File: src/rim_regs.svh
`ifndef RIM_REGS_SVH
`define RIM_REGS_SVH

// spi word layout: bit 15 selects write, bits 14:8 carry the byte address
`define RIM_SPI_BITS      16
`define RIM_SPI_WR_BIT    15
`define RIM_SPI_ADDR_MSB  14
`define RIM_SPI_ADDR_LSB  8

// byte addresses of the even (low) byte of each 16-bit register
`define RIM_ADDR_X_PEAK   7'h46
`define RIM_ADDR_Y_PEAK   7'h48
`define RIM_ADDR_Z_PEAK   7'h4a
`define RIM_ADDR_USER_ID  7'h5a
`define RIM_ADDR_WEAR     7'h5c
`define RIM_ADDR_MISC     7'h64
`define RIM_ADDR_INFO1    7'h66
`define RIM_ADDR_INFO2    7'h68
`define RIM_ADDR_RCOUNT   7'h6a
`define RIM_ADDR_X_BIN    7'h6c
`define RIM_ADDR_Y_BIN    7'h6e
`define RIM_ADDR_Z_BIN    7'h70

// miscellaneous control bit positions
`define RIM_MISC_TRIG_EN  12
`define RIM_MISC_STAT_LD  10
`define RIM_MISC_STAT_SV  9
`define RIM_MISC_STAT_CLR 8
`define RIM_MISC_ST_ON    3
`define RIM_MISC_ST_OFF   2

// record information fields
`define RIM_INFO1_RATE_LSB 14
`define RIM_INFO1_WIN_LSB  12

// reset values and record storage geometry
`define RIM_MISC_RST      16'h0000
`define RIM_INFO_RST      16'h0000
`define RIM_RCOUNT_RST    4'h0
`define RIM_RECORD_LAST   4'h9

`endif

File: src/rim_pkg.sv
package rim_pkg;

  // nonvolatile port sequencer, one-hot
  typedef enum logic [2:0] {
    RIM_NV_IDLE  = 3'b001,
    RIM_NV_LOAD  = 3'b010,
    RIM_NV_STORE = 3'b100
  } rim_nv_state_type;

  // image kept in nonvolatile storage
  typedef struct packed {
    logic [15:0] wear;
    logic [15:0] user_id;
  } rim_nv_image_type;

  typedef struct packed {
    logic        sclk;
    logic        cs_n;
    logic [3:0]  count;
    logic [15:0] shift_in;
    logic [15:0] shift_out;
    logic        dout;
    logic        valid;
    logic [15:0] rx;
  } rim_spi_state_type;

  typedef struct packed {
    rim_nv_state_type fsm;
    logic             pending;
    logic             load_done;
    rim_nv_image_type wdata;
    rim_nv_image_type restored;
  } rim_nv_fsm_type;

  typedef struct packed {
    logic [15:0]        user_id;
    logic [15:0]        wear;
    logic               trig_en;
    logic               selftest;
    logic               stat_load;
    logic               stat_save;
    logic               stat_clear;
    logic               sync;
    logic               capture;
    logic               nv_store;
    logic [1:0]         rate;
    logic [1:0]         window;
    logic [7:0]         averages;
    logic [3:0]         avg_setting;
    logic [3:0]         rcount;
    logic [2:0][11:0]   bin;
    logic [2:0][15:0]   peak;
    logic [15:0]        tx;
  } rim_core_state_type;

endpackage

File: src/rim_if.sv
`timescale 1ns/1ps

// one received spi word and the word to send in the next frame
interface rim_word_if;
  logic        word_valid;
  logic [15:0] rx_word;
  logic [15:0] tx_word;
  modport spi  (output word_valid, output rx_word, input tx_word);
  modport core (input word_valid, input rx_word, output tx_word);
endinterface

// store requests and restore results between core and nonvolatile port
interface rim_nv_if;
  logic                      store_req;
  rim_pkg::rim_nv_image_type image;
  logic                      load_done;
  rim_pkg::rim_nv_image_type restored;
  modport core (output store_req, output image, input load_done, input restored);
  modport port (input store_req, input image, output load_done, output restored);
endinterface

File: src/rim_spi_slave.sv
`timescale 1ns/1ps

module rim_spi_slave
(
  // clock and reset
  input  wire logic core_clk_i,
  input  wire logic rst_i,
  // serial pins, sampled as synchronous inputs
  input  wire logic spi_cs_n_i,
  input  wire logic spi_sclk_i,
  input  wire logic spi_din_i,
  output logic      spi_dout_o,
  // word side
  rim_word_if.spi   word
);
  import rim_pkg::*;

  rim_spi_state_type q;
  rim_spi_state_type d;

  ////////////////////////////////////////////////////////////////////////////////
  // clock idles high: sample on rising sclk, shift out on falling sclk
  always_comb
  begin
    d        = q;
    d.valid  = 1'b0;
    d.sclk   = spi_sclk_i;
    d.cs_n   = spi_cs_n_i;
    if (spi_cs_n_i)
    begin
      d.count = 4'h0; // a broken frame is dropped, never half-taken
    end
    else if (q.cs_n)
    begin
      d.shift_out = word.tx_word; // reply word is frozen at frame start
      d.count     = 4'h0;
    end
    else
    begin
      if (!q.sclk && spi_sclk_i)
      begin
        d.shift_in = {q.shift_in[14:0], spi_din_i};
        d.count    = q.count + 4'h1;
        if (q.count == 4'hf)
        begin
          d.valid = 1'b1;
          d.rx    = {q.shift_in[14:0], spi_din_i};
        end
      end
      if (q.sclk && !spi_sclk_i)
      begin
        d.dout      = q.shift_out[15];
        d.shift_out = {q.shift_out[14:0], 1'b0};
      end
    end
  end

  always_ff @(posedge core_clk_i or posedge rst_i)
  begin
    if (rst_i)
      q <= '{sclk: 1'b1, cs_n: 1'b1, default: '0};
    else
      q <= d;
  end

  assign spi_dout_o      = q.dout;
  assign word.word_valid = q.valid;
  assign word.rx_word    = q.rx;
endmodule

File: src/rim_nv_port.sv
`timescale 1ns/1ps

module rim_nv_port
(
  // clock and reset
  input  wire logic                      core_clk_i,
  input  wire logic                      rst_i,
  // nonvolatile store handshake
  output logic                           nv_req_o,
  output logic                           nv_write_o,
  output rim_pkg::rim_nv_image_type      nv_wdata_o,
  input  wire rim_pkg::rim_nv_image_type nv_rdata_i,
  input  wire logic                      nv_ack_i,
  // core side
  rim_nv_if.port                         nv
);
  import rim_pkg::*;

  rim_nv_fsm_type q;
  rim_nv_fsm_type d;

  ////////////////////////////////////////////////////////////////////////////////
  // restore once after reset, then store each new image; a request seen while
  // busy is parked so the image current when the port goes idle reaches storage
  always_comb
  begin
    d           = q;
    d.load_done = 1'b0;
    if (nv.store_req)
      d.pending = 1'b1;
    unique case (q.fsm)
      RIM_NV_LOAD:
      begin
        if (nv_ack_i)
        begin
          d.restored  = nv_rdata_i;
          d.load_done = 1'b1;
          d.fsm       = RIM_NV_IDLE;
        end
      end
      RIM_NV_IDLE:
      begin
        if (q.pending || nv.store_req)
        begin
          d.wdata   = nv.image;
          d.pending = 1'b0;
          d.fsm     = RIM_NV_STORE;
        end
      end
      RIM_NV_STORE:
      begin
        if (nv_ack_i)
          d.fsm = RIM_NV_IDLE;
      end
      default:
      begin
        d.fsm = RIM_NV_IDLE;
      end
    endcase
  end

  always_ff @(posedge core_clk_i or posedge rst_i)
  begin
    if (rst_i)
      q <= '{fsm: RIM_NV_LOAD, default: '0};
    else
      q <= d;
  end

  assign nv_req_o     = (q.fsm != RIM_NV_IDLE);
  assign nv_write_o   = (q.fsm == RIM_NV_STORE);
  assign nv_wdata_o   = q.wdata;
  assign nv.load_done = q.load_done;
  assign nv.restored  = q.restored;
endmodule

File: src/rim_regs_top.sv
// How it works
// - 16-bit user id is read/write and restored from nonvolatile storage after reset
// - wear counter increments when the global command clears user records
// - wear counter also increments when the tenth record location fills
// - control bit 12 lets the sync pin start a capture
// - writing bit 10 loads statistics from flash; host sets record pointer first
// - writing bit 9 saves statistics from sram into a flash record
// - writing bit 8 clears accumulated time-domain statistics
// - bit 3 turns self-test on, bit 2 turns it off
// - control register resets to zero and is never restored
// - first info register bits 15:14 report sample rate option
// - bits 13:12 report window: rectangular, hanning, flat top
// - bits 7:0 report number of fft averages
// - info registers only meaningful for fft capture results
// - second info register bits 3:0 copy averaging count setting
// - records-in-use count in bits 3:0, 0 to 9, resets to zero
// - x alarm bin register holds peak fft bin in bits 11:0
// - y alarm bin register holds peak fft bin in bits 11:0
// - z alarm bin register holds peak fft bin in bits 11:0
// - each axis peak register holds magnitude of its alarm bin
`timescale 1ns/1ps
`include "rim_regs.svh"

module rim_regs_top
#(
  parameter int AXES = 3
)
(
  // clock and reset
  input  wire logic                      core_clk_i,
  input  wire logic                      rst_i,
  // host serial port
  input  wire logic                      spi_cs_n_i,
  input  wire logic                      spi_sclk_i,
  input  wire logic                      spi_din_i,
  output logic                           spi_dout_o,
  // nonvolatile store
  output logic                           nv_req_o,
  output logic                           nv_write_o,
  output rim_pkg::rim_nv_image_type      nv_wdata_o,
  input  wire rim_pkg::rim_nv_image_type nv_rdata_i,
  input  wire logic                      nv_ack_i,
  // record storage events
  input  wire logic                      records_cleared_i,
  input  wire logic                      record_stored_i,
  // spectral record results
  input  wire logic                      spectral_done_i,
  input  wire logic                      spectral_mode_i,
  input  wire logic [1:0]                sample_rate_option_i,
  input  wire logic [1:0]                window_i,
  input  wire logic [7:0]                fft_averages_i,
  input  wire logic [3:0]                averaging_count_setting_i,
  // alarm results, axis 0 = x in the low lanes
  input  wire logic                      alarm_update_i,
  input  wire logic [AXES*12-1:0]        alarm_bin_i,
  input  wire logic [AXES*16-1:0]        alarm_peak_i,
  // external trigger
  input  wire logic                      sync_pin_i,
  // control outputs
  output logic                           ext_trigger_enable_o,
  output logic                           capture_start_o,
  output logic                           stat_load_o,
  output logic                           stat_save_o,
  output logic                           stat_clear_o,
  output logic                           selftest_on_o
);
  import rim_pkg::*;

  rim_word_if word ();
  rim_nv_if   nvl  ();

  rim_core_state_type q;
  rim_core_state_type d;

  logic [AXES-1:0][11:0] bin_in;
  logic [AXES-1:0][15:0] peak_in;

  ////////////////////////////////////////////////////////////////////////////////
  // serial port and nonvolatile sequencer

  rim_spi_slave u_spi
  (
    .core_clk_i (core_clk_i),
    .rst_i      (rst_i),
    .spi_cs_n_i (spi_cs_n_i),
    .spi_sclk_i (spi_sclk_i),
    .spi_din_i  (spi_din_i),
    .spi_dout_o (spi_dout_o),
    .word       (word.spi)
  );

  rim_nv_port u_nv
  (
    .core_clk_i (core_clk_i),
    .rst_i      (rst_i),
    .nv_req_o   (nv_req_o),
    .nv_write_o (nv_write_o),
    .nv_wdata_o (nv_wdata_o),
    .nv_rdata_i (nv_rdata_i),
    .nv_ack_i   (nv_ack_i),
    .nv         (nvl.port)
  );

  ////////////////////////////////////////////////////////////////////////////////
  // split the flat alarm inputs into per-axis lanes

  for (genvar a = 0; a < AXES; a++)
  begin : g_axis
    assign bin_in[a]  = alarm_bin_i[a*12 +: 12];
    assign peak_in[a] = alarm_peak_i[a*16 +: 16];
  end

  ////////////////////////////////////////////////////////////////////////////////
  // register read view; bits outside each field read as zero

  function automatic logic [15:0] read_word(input rim_core_state_type s,
                                            input logic [6:0]         addr);
    logic [15:0] r;
    r = 16'h0000;
    unique case ({addr[6:1], 1'b0})
      `RIM_ADDR_USER_ID: r = s.user_id;
      `RIM_ADDR_WEAR:    r = s.wear;
      `RIM_ADDR_MISC:    r[`RIM_MISC_TRIG_EN] = s.trig_en;
      `RIM_ADDR_INFO1:   r = {s.rate, s.window, 4'h0, s.averages};
      `RIM_ADDR_INFO2:   r = {12'h000, s.avg_setting};
      `RIM_ADDR_RCOUNT:  r = {12'h000, s.rcount};
      `RIM_ADDR_X_BIN:   r = {4'h0, s.bin[0]};
      `RIM_ADDR_Y_BIN:   r = {4'h0, s.bin[1]};
      `RIM_ADDR_Z_BIN:   r = {4'h0, s.bin[2]};
      `RIM_ADDR_X_PEAK:  r = s.peak[0];
      `RIM_ADDR_Y_PEAK:  r = s.peak[1];
      `RIM_ADDR_Z_PEAK:  r = s.peak[2];
      default:           r = 16'h0000; // unmapped addresses read zero
    endcase
    return r;
  endfunction

  ////////////////////////////////////////////////////////////////////////////////
  // next-state logic for the whole register slice

  always_comb
  begin
    logic        wr;
    logic        hi;
    logic [6:0]  addr;
    logic [7:0]  data;
    logic [15:0] wr_word;
    logic        wear_inc;
    logic [15:0] wear_base;

    wr        = 1'b0;
    hi        = 1'b0;
    addr      = 7'h00;
    data      = 8'h00;
    wr_word   = 16'h0000;
    wear_inc  = 1'b0;
    wear_base = 16'h0000;

    d            = q;
    d.stat_load  = 1'b0;
    d.stat_save  = 1'b0;
    d.stat_clear = 1'b0;
    d.capture    = 1'b0;
    d.nv_store   = 1'b0;
    d.sync       = sync_pin_i;

    // decode one host word: byte writes land in the lane picked by address bit 0
    addr    = word.rx_word[`RIM_SPI_ADDR_MSB:`RIM_SPI_ADDR_LSB];
    data    = word.rx_word[7:0];
    wr      = word.word_valid && word.rx_word[`RIM_SPI_WR_BIT];
    hi      = addr[0];
    wr_word = hi ? {data, 8'h00} : {8'h00, data};

    // a read is answered in the next frame; a write leaves a zero reply
    if (word.word_valid)
      d.tx = wr ? 16'h0000 : read_word(q, addr);

    // user id: byte write, then the new image is queued for storage
    if (wr && {addr[6:1], 1'b0} == `RIM_ADDR_USER_ID)
    begin
      if (hi)
        d.user_id[15:8] = data;
      else
        d.user_id[7:0] = data;
      d.nv_store = 1'b1;
    end

    // control: bit 12 is kept, action bits only pulse and read back as zero
    if (wr && {addr[6:1], 1'b0} == `RIM_ADDR_MISC)
    begin
      if (hi)
        d.trig_en = wr_word[`RIM_MISC_TRIG_EN];
      d.stat_load  = wr_word[`RIM_MISC_STAT_LD];
      d.stat_save  = wr_word[`RIM_MISC_STAT_SV];
      d.stat_clear = wr_word[`RIM_MISC_STAT_CLR];
      // turning on wins if the host sets both bits in one write
      if (wr_word[`RIM_MISC_ST_ON])
        d.selftest = 1'b1;
      else if (wr_word[`RIM_MISC_ST_OFF])
        d.selftest = 1'b0;
    end

    // external trigger: rising sync edge starts a capture only when enabled
    d.capture = q.trig_en && sync_pin_i && !q.sync;

    // record usage: a clear empties storage, the tenth store wraps it
    if (records_cleared_i)
    begin
      d.rcount = `RIM_RCOUNT_RST;
      wear_inc = 1'b1;
    end
    else if (record_stored_i)
    begin
      if (q.rcount == `RIM_RECORD_LAST)
      begin
        d.rcount = `RIM_RCOUNT_RST;
        wear_inc = 1'b1;
      end
      else
      begin
        d.rcount = q.rcount + 4'h1;
      end
    end

    // restore overrides the live values once, yet an event in that cycle still counts
    if (nvl.load_done)
    begin
      wear_base = nvl.restored.wear;
      if (!(wr && {addr[6:1], 1'b0} == `RIM_ADDR_USER_ID))
        d.user_id = nvl.restored.user_id;
    end
    else
    begin
      wear_base = q.wear;
    end
    d.wear = wear_base + {15'h0000, wear_inc};
    if (wear_inc)
      d.nv_store = 1'b1;

    // spectral results are latched only from fft capture modes
    if (spectral_done_i && spectral_mode_i)
    begin
      d.rate        = sample_rate_option_i;
      d.window      = window_i;
      d.averages    = fft_averages_i;
      d.avg_setting = averaging_count_setting_i;
    end

    // alarm bin and its magnitude always move together per axis
    if (alarm_update_i)
    begin
      for (int a = 0; a < AXES; a++)
      begin
        d.bin[a]  = bin_in[a];
        d.peak[a] = peak_in[a];
      end
    end
  end

  ////////////////////////////////////////////////////////////////////////////////
  // state register; control starts cleared and nothing of it is ever restored

  always_ff @(posedge core_clk_i or posedge rst_i)
  begin
    if (rst_i)
    begin
      q             <= '0;
      q.trig_en     <= `RIM_MISC_RST == 16'h0000 ? 1'b0 : 1'b1;
      q.rcount      <= `RIM_RCOUNT_RST;
      q.averages    <= 8'h00;
    end
    else
    begin
      q <= d;
    end
  end

  ////////////////////////////////////////////////////////////////////////////////
  // outputs

  assign word.tx_word         = q.tx;
  assign nvl.store_req        = q.nv_store; // image below is already updated
  assign nvl.image            = '{wear: q.wear, user_id: q.user_id};
  assign ext_trigger_enable_o = q.trig_en;
  assign capture_start_o      = q.capture;
  assign stat_load_o          = q.stat_load;
  assign stat_save_o          = q.stat_save;
  assign stat_clear_o         = q.stat_clear;
  assign selftest_on_o        = q.selftest;
endmodule

File: config.mk
export PLATFORM = sky130hd
export DESIGN_NAME = rim_regs_top
export DESIGN_NICKNAME = d
export VERILOG_FILES = /design/src/rim_pkg.sv /design/src/rim_if.sv /design/src/rim_spi_slave.sv /design/src/rim_nv_port.sv /design/src/rim_regs_top.sv
export VERILOG_INCLUDE_DIRS = /design/src
export SDC_FILE = /design/constraint.sdc
export NUM_CORES = 1
export LEC_CHECK = 0
export ABC_CLOCK_PERIOD_IN_PS = 7800
export BUFFER_PORTS_ARGS = -buffer_cell sky130_fd_sc_hd__buf_2
export CAP_MARGIN = 10
export CELL_PAD_IN_SITES_DETAIL_PLACEMENT = 0
export CELL_PAD_IN_SITES_GLOBAL_PLACEMENT = 2
export CORE_MARGIN = 3
export CORE_UTILIZATION = 40
export DETAILED_ROUTE_END_ITERATION = 16
export GPL_TIMING_DRIVEN = 1
export HOLD_SLACK_MARGIN = 0.03
export PLACE_DENSITY_LB_ADDON = 0.1
export SETUP_SLACK_MARGIN = 0.2
export SYNTH_ARGS = -nofsm -noshare
export SYNTH_HDL_FRONTEND = slang
export SYNTH_HIERARCHICAL = 1
export SYNTH_SLANG_ARGS = --single-unit
File: constraint.sdc
create_clock -name core_clk_i -period 7.8 [get_ports core_clk_i]
set_input_delay 1.56 -clock core_clk_i [delete_from_list [all_inputs] [get_ports core_clk_i]]
set_output_delay 1.56 -clock core_clk_i [all_outputs]
set_load 0.05 [all_outputs]
==> run summary, run 1 <==
Number of placement rows: 66
Final Slew Violations: 0
Hold Vio Cnt, Final: 0
Core Box Area: 0.0328 mm^2
Largest fanout on the critical path: 17
Post-route antenna net violation count: 0
WHS: 0.423 ns
RSZ-0062 raised after global routing: false
Average vias per placed instance: 5.39
Worst slew pin tran: 1.15 ns
Mean instance size in the synthesized netlist: 12.9 um^2
Post-synth design cell area: 0.0134 mm^2
H-tree depth: 2
Clock sinks: 284
Number of ports placed on the die boundary: 185
Async S/R FF share, synth: 1.00
Wire length of the first global-routing pass: 55.9 mm
Startpoint kind of the worst setup timing path: primary input
Leakage Power: 0.00674 uW
Share of cells above drive strength 1: 0.406
Die ar.: 0.0357 mm^2
Min-delay worst type: reg -> reg
# resized after CTS: 0
Routed vias: 8573
Remaining global-route overflow: 0
Clock tree from TritonCTS: done
Maximum number of pins on one net before global-route repair: 103
Synthesized instance count: 1038
Buffer levels on the longest clock path: 3
Total inserted antenna cells: 0
Drt total wl: 36.3 mm
Die height: 189 um
Top_reg_cell synth: sky130_fd_sc_hd__dfrtp_1
Type of the setup path with the least slack: in -> reg
Post-synthesis sequential element count: 284
Final net count: 1276
Clock transition time at the flip-flop clock pins of the worst setup and hold paths: 0.06 ns
Critical path capture point type: flop
CTS Buf Count: 34
# Max-Cap Violations: 0
Warning count from the yosys run: 6
Quantity of hold-fixing buffers added after cts: 0
Average wire per cell in the routed design: 22.8 um
HPWL after DPL: 25.6 mm
Final worst path period need: 3.31 ns
Fmax: 302 MHz
Leading cell types in the layout, fill and taps excluded: sky130_fd_sc_hd__dfrtp_1 (281), sky130_fd_sc_hd__buf_2 (183), sky130_fd_sc_hd__mux2_2 (169), sky130_fd_sc_hd__a22oi_1 (42)
Total negative slack: 0 ns
Yosys cell types: 75
Headroom to the max-slew limit: 0.235
Number of flops mapped to enable cells by yosys: 0
Largest clock skew in the final design: 0.0104 ns
Flop-to-flop setup slack: 4.78 ns
Period utilization: 0.424
Initial Utilization: 0.408
Total setup violations reported at the end of the flow: 0
Overall track demand over capacity in global routing: 0.204
Port-buffer cells: 184
Antenna violations before repair: 0
Number of remaining DRC errors: 0
Placer Congestion: 0.784
Synthesis-to-layout area growth: 12.2%
Post-CTS Repair Setup Buffers: 0
Most common library cell in the layout ignoring fill and taps: sky130_fd_sc_hd__dfrtp_1
Fill cells: 3035
Skew-Pair Late Insertion Delay: 0.50 ns
Total iterations of the first detailed-routing run: 5
Synthesized Nets: 1187
Die outline width: 189 um
Worst voltage drop across the vdd grid: 0.000138 V
Status: finished, final reports clean
CTS Root Buffer Type: sky130_fd_sc_hd__clkbuf_16
Number of violations reported at the end of detailed-routing iteration 0: 515
Via count of the first global-routing pass: 8808
CP Data Arrival Time: 3.70 ns
Required time at the endpoint of the critical path: 8.19 ns
Total power density per cell area: 254 mW/mm^2
Post-synthesis sequential area ratio: 0.531
==> where the power goes <==
group | leakage [uW] | switching [uW] | internal, uW
logic | 0.00260 | 315 | 247
registers | 0.00361 | 106 | 1610
clock network | 0.000536 | 608 | 930
==> layout make-up <==
cell class / instances / area (um^2) / area share
Clock buffer: 51 / 1020 / 0.0676
Clock inverter: 7 / 63.8 / 0.00425
Inverter: 12 / 50.0 / 0.00333
Multi-Input combinational cell: 603 / 5240 / 0.349
Sequential cell: 284 / 7110 / 0.473
Tap cell: 442 / 553 / 0.0368
Timing Repair Buffer: 192 / 983 / 0.0655
==> per-layer routing <==
metal | wire length (um) | track usage | up-vias | part of all wire
li1 | - | - | 3908 | -
met1 | 17400 | 0.303 | 4357 | 0.48
met2 | 16300 | 0.312 | 266 | 0.45
met3 | 1940 | 0.0363 | 42 | 0.053
met4 | 615 | 0.0447 | 0 | 0.017
met5 | 0 | 0 | - | 0
==> flip-flops by register name, indices dropped and copies added, names as in the netlist <==
signal,cells
q,105
u_spi/q,37
nvl.image,32
u_nv/nv.restored,32
u_nv/nv_wdata_o,32
u_spi/word.rx_word,16
word.tx_word,16
u_nv/q,4
capture_start_o,1
ext_trigger_enable_o,1
nvl.store_req,1
selftest_on_o,1
stat_clear_o,1
stat_load_o,1
stat_save_o,1
u_nv/nv.load_done,1
u_spi/spi_dout_o,1
u_spi/word.word_valid,1
==> worst max-delay path, cell delays in order <==
cell	delay, ns
sky130_fd_sc_hd__buf_2	0.16
sky130_fd_sc_hd__nor4b_4	0.77
sky130_fd_sc_hd__and4_1	0.79
sky130_fd_sc_hd__mux2_2	0.40
==> cells in the mapped netlist, drive strengths merged (7+ instances only) <==
cell	n	area, um^2
and4	8	70.1
mux2	207	2440
nand3b	8	60.1
a22oi	42	315
clkbuf	22	83.8
nor2	30	129
nor3	11	71.3
nand2b	7	43.8
nand2	35	134
a31oi	8	50.1
o22ai	35	225
xor2	12	105
and3	15	93.8
nand3	13	70.1
mux2i	26	260
xnor2	10	87.6
dfrtp	281	7030
a21oi	35	175
and2	9	56.3
buf	117	903
o21ai	10	50.0
inv	11	41.3
o2bb2ai	9	78.8
==> final timing paths <==
check,startpoint,end,cells after the start
min in group asynchronous,rst_i,q[122],2
worst min-delay path,q[122],capture_start_o,1
worst min register to register,q[122],capture_start_o,1
max in group asynchronous,rst_i,q[115],3
worst max register to register,u_spi/word.rx_word[9],nvl.image[10],5
worst max-delay path,spi_cs_n_i,u_spi/word.rx_word[14],4
==> logic make-up after synthesis <==
logic type               synth area share
buffers and inverters              0.0771
flip-flops                          0.531
AO/OA/AOI/OAI                      0.0905
adder cells (fa/ha/maj)           0.00467
AND/OR/NAND/NOR                    0.0802
XOR/XNOR                           0.0144
multiplexers                        0.202
==> stage by stage <==
| stage | instances | total power [uW] | utilization | cell area (um^2) | setup WS, ns |
|---|---|---|---|---|---|
| after floorplan | 1038 | 2200 | - | 13400 | 1.92 |
| after global placement | 1533 | 2300 | 0.425 | 13900 | 3.92 |
| after detailed placement | 1533 | 2310 | 0.425 | 13900 | 3.92 |
| after CTS | 1591 | 3870 | 0.458 | 15000 | 4.44 |
| after global routing | 1591 | 3980 | 0.458 | 15000 | 4.26 |
| final | 1591 | 3810 | 0.458 | 15000 | 4.49 |
(Power assumes the default switching activity.)
==> run 2: changes to the inputs <==
--- a/config.mk
+++ b/config.mk
@@ -6,13 +6,14 @@
 export SDC_FILE = /design/constraint.sdc
 export NUM_CORES = 1
 export LEC_CHECK = 0
-export ABC_CLOCK_PERIOD_IN_PS = 7800
+export ABC_AREA = 1
+export ABC_CLOCK_PERIOD_IN_PS = 2940
 export BUFFER_PORTS_ARGS = -buffer_cell sky130_fd_sc_hd__buf_2
 export CAP_MARGIN = 10
 export CELL_PAD_IN_SITES_DETAIL_PLACEMENT = 0
 export CELL_PAD_IN_SITES_GLOBAL_PLACEMENT = 2
 export CORE_MARGIN = 3
-export CORE_UTILIZATION = 40
+export CORE_UTILIZATION = 32
 export DETAILED_ROUTE_END_ITERATION = 16
 export GPL_TIMING_DRIVEN = 1
 export HOLD_SLACK_MARGIN = 0.03
==> constraint.sdc (replaced) <==
create_clock -name core_clk_i -period 2.94 [get_ports core_clk_i]
set_input_delay 0.588 -clock core_clk_i [delete_from_list [all_inputs] [get_ports core_clk_i]]
set_output_delay 0.588 -clock core_clk_i [all_outputs]
set_load 0.05 [all_outputs]
==> run 2 against run 1 <==
Net effect:
- combinational power increased by 130%
- final area increased by 4.7%
- worst setup slack got worse by 3.7 ns
- clock-buffer cell count increased by 3
- global-route usage decreased by 1.9 points
- clock power increased to 3.0 times the previous value
- critical path type is now reg -> reg
- non-clock buffer count increased by 15
- register-to-register slack got worse by 4.0 ns
- largest power group is now clock
==> run summary, run 2 <==
Status: finished, final reports clean
# resized after CTS: 0 (unchanged)
Hold Vio Cnt, Final: 0 (unchanged)
Die height: 212 um (+12%)
Via count of the first global-routing pass: 10500 (+19%)
Yosys cell types: 38 (-49%)
Largest clock skew in the final design: 0.0195 ns (+0.00918 ns)
Worst voltage drop across the vdd grid: 0.000327 V (+140%)
Compound-cell area share of the yosys netlist: 0.0482 (-0.0423)
Most frequent cell after synthesis: sky130_fd_sc_hd__nand2_1
Drt total wl: 41.3 mm (+14%)
Top_reg_cell synth: sky130_fd_sc_hd__dfrtp_1
Maximum number of pins on one net before global-route repair: 72 (-30%)
Total setup violations reported at the end of the flow: 0 (unchanged)
Leakage Power: 0.00790 uW (+17%)
Area fraction in and, or, nand and nor cells after synthesis: 0.246 (+0.166)
Worst Reg-to-Reg Cells: 13 (+8)
Startpoint kind of the worst setup timing path: flop
Overall track demand over capacity in global routing: 0.184 (-0.0193)
Launching point of the worst reg2reg path: q[101]
Average wire per cell in the routed design: 18.5 um (-19%)
Number of remaining DRC errors: 0 (unchanged)
Share of cells above drive strength 1: 0.236 (-0.171)
Synthesized-area fraction occupied by adder cells: 0.00459 (-0.0000854)
Number of placement rows: 74 (+12%)
Antenna violations before repair: 3 (+3)
Largest family of logic cells by synthesized area: simple AND/OR/NAND/NOR gates
Type of the setup path with the least slack: reg -> reg
Critical path capture point type: flop
Reg2Reg Capture Point: nvl.image[30]
Post-route antenna net violation count: 0 (unchanged)
Die outline width: 212 um (+12%)
Placer Congestion: 0.777 (-0.88%)
Post-Synth XOR/XNOR Area: 0.00771 (-0.00669)
Number of ports placed on the die boundary: 185 (unchanged)
Synthesized instance count: 1566 (+51%)
Final worst slack: 0.762 ns (-3.73 ns)
Post-synth design cell area: 0.0136 mm^2 (+1.9%)
Total length of routed met2 wires: 18.7 mm (+15%)
Pre-CTS worst setup slack: 0.734 ns (-3.18 ns)
Period utilization: 0.741
Average vias per placed instance: 4.62 (-14%)
Final Slew Violations: 0 (unchanged)
Number of violations reported at the end of detailed-routing iteration 0: 676 (+31%)
Total iterations of the first detailed-routing run: 5 (unchanged)
Flop-to-flop setup slack: 0.76 ns (-4.02 ns)
Post-synthesis mux area share: 0.0686 (-0.133)
Synthesized Nets: 1715 (+44%)
Async S/R FF share, synth: 1.00 (unchanged)
Total power density per cell area: 656 mW/mm^2 (+160%)
Largest fanout on the critical path: 4 (-13)
CP Data Arrival Time: 2.61 ns (-1.09 ns)
Max FFs per register: 105 (unchanged)
CTS Buf Count: 36 (+5.9%)
Total power after layout: 10300 uW (+170%)
Post-synthesis sequential element count: 284 (unchanged)
Headroom to the max-slew limit: 0.373 (+0.138)
RSZ-0062 raised after global routing: false
Die ar.: 0.0451 mm^2 (+26%)
Final Util: 0.379 (-0.0790)
Initial Utilization: 0.329 (-0.0796)
Post-CTS Repair Setup Buffers: 0 (unchanged)
Number of flops mapped to enable cells by yosys: 0 (unchanged)
Port-buffer cells: 184 (unchanged)
# Max-Cap Violations: 0 (unchanged)
Clock tree from TritonCTS: done
Leading cell types in the layout, fill and taps excluded: sky130_fd_sc_hd__nand2_1 (542), sky130_fd_sc_hd__dfrtp_1 (281), sky130_fd_sc_hd__buf_2 (183), sky130_fd_sc_hd__nor2_1 (114), sky130_fd_sc_hd__nand3_1 (111)
Post-synthesis sequential area ratio: 0.522 (-0.00970)
Top post-synthesis cells by area: sky130_fd_sc_hd__dfrtp_1 (52%), sky130_fd_sc_hd__nand2_1 (15%), sky130_fd_sc_hd__mux2_2 (6.9%)
Biggest regs: q: 105 flops, u_spi/q: 37 flops
Synthesis-to-layout area growth: 15.4%
Fill cells: 4351 (+43%)
Worst slew pin tran: 0.938 ns (-0.209 ns)
Fmax: 459 MHz
Most common library cell in the layout ignoring fill and taps: sky130_fd_sc_hd__nand2_1
Worst setup path startpoint: q[101]
Quantity of hold-fixing buffers added after cts: 0 (unchanged)
HPWL after DPL: 30.6 mm (+19%)
Core Box Area: 0.0415 mm^2 (+27%)
Clock transition time at the flip-flop clock pins of the worst setup and hold paths: 0.06 ns (about the same)
CTS Root Buffer Type: sky130_fd_sc_hd__clkbuf_16
Buffer levels on the longest clock path: 3 (unchanged)
Clock sinks: 284 (unchanged)
Wire length of the first global-routing pass: 63.1 mm (+13%)
Final net count: 1821 (+43%)
Warning count from the yosys run: 6 (unchanged)
Top reg by flops: q
Remaining global-route overflow: 0 (unchanged)
Min-delay worst type: in -> async
Library cell with the largest summed area after synthesis: sky130_fd_sc_hd__dfrtp_1
Routed vias: 10300 (+20%)
Total negative slack: 0 ns (unchanged)
Highest layer used for signal routing: met4
H-tree depth: 2 (unchanged)
Routed met1 length: 20.0 mm (+15%)
Required time at the endpoint of the critical path: 3.37 ns (-4.82 ns)
Synth top area share: 0.516 (-0.00960)
Metal3 WL: 1.72 mm (-12%)
Mean instance size in the synthesized netlist: 8.70 um^2 (-32%)
Synth cell count leaders: sky130_fd_sc_hd__nand2_1 (542), sky130_fd_sc_hd__dfrtp_1 (281), sky130_fd_sc_hd__nor2_1 (114)
Final worst path period need: 2.18 ns
Skew-Pair Late Insertion Delay: 0.54 ns (+0.04 ns)
-- run 2: changes by cell type in the layout (fill, tap and decap cells not counted), sizes merged, moves of 15 or more --
cell,change
mux2i,-26
nand2,+513
inv,+96
o22ai,-29
mux2,-124
and3,-15
nand3,+101
o21ai,+84
buf,+15
a22oi,-42
nor2,+101
a21oi,-29
-- run 2: worst max-delay path by stage --
stage,to,slack (ns),cells after the start
CTS,nvl.image[30],0.75,13
floorplan,capture_start_o,0.32,1
finish,nvl.image[30],0.76,13
global route,nvl.image[30],0.55,13
detailed placement,nvl.image[30],0.73,12
global placement,nvl.image[30],0.78,12
-- run 2: cells by family (layout without fill, tap and decap cells) --
kind of cell             after synthesis  after routing
other                                  0              2
adder cells (fa/ha/maj)                5              5
flip-flops                           284            284
AO/OA/AOI/OAI                        122            122
XOR/XNOR                              12             12
buffers and inverters                250            382
AND/OR/NAND/NOR                      810            810
multiplexers                          83             83
-- run 2: cell type report --
| type | count | area, um^2 | area share |
|---|---|---|---|
| timing repair buffer | 207 | 1170 | 0.0745 |
| antenna | 2 | 5.00 | 0.000318 |
| sequential | 284 | 7110 | 0.452 |
| clock inverter | 10 | 128 | 0.00811 |
| inverter | 111 | 425 | 0.0270 |
| multi-input combinational | 1032 | 5110 | 0.325 |
| tap | 532 | 666 | 0.0423 |
| clock buffer | 54 | 1110 | 0.0706 |
-- run 2: where the power goes --
part	switching, uW	leakage, uW	internal, uW
sequential	215	0.00368	4210
clock	1740	0.000614	2860
combinational	886	0.00360	411
total	2840	0.00790	7490
-- run 2: worst max-delay path, cell delays in order (launching register included) --
cell,delay (ns)
sky130_fd_sc_hd__dfrtp_1,0.41
sky130_fd_sc_hd__inv_1,0.09
sky130_fd_sc_hd__ha_1,0.16
sky130_fd_sc_hd__a31oi_1,0.14
sky130_fd_sc_hd__nor2_1,0.23
sky130_fd_sc_hd__ha_1,0.21
sky130_fd_sc_hd__ha_1,0.19
sky130_fd_sc_hd__nand2_1,0.07
sky130_fd_sc_hd__nor2_2,0.19
sky130_fd_sc_hd__inv_2,0.05
sky130_fd_sc_hd__nor2_2,0.13
sky130_fd_sc_hd__nand3_1,0.08
sky130_fd_sc_hd__nand2_1,0.06
sky130_fd_sc_hd__nand2_1,0.04
-- run 2: per-layer routing --
| layer | GRT usage | up-vias |
|---|---|---|
| met4 | 0.0525 | 0 |
| li1 | - | 5119 |
| met2 | 0.289 | 187 |
| met1 | 0.267 | 4955 |
| met5 | 0 | - |
| met3 | 0.0264 | 49 |
-- run 2: metrics by stage --
stage	area [um^2]	hold WS, ns	cells
detailed placement	14500	0.394	2166
finish	15700	0.123	2232
CTS	15700	0.106	2230
global placement	14500	0.385	2166
floorplan	13600	0.377	1566
global route	15700	0.142	2232
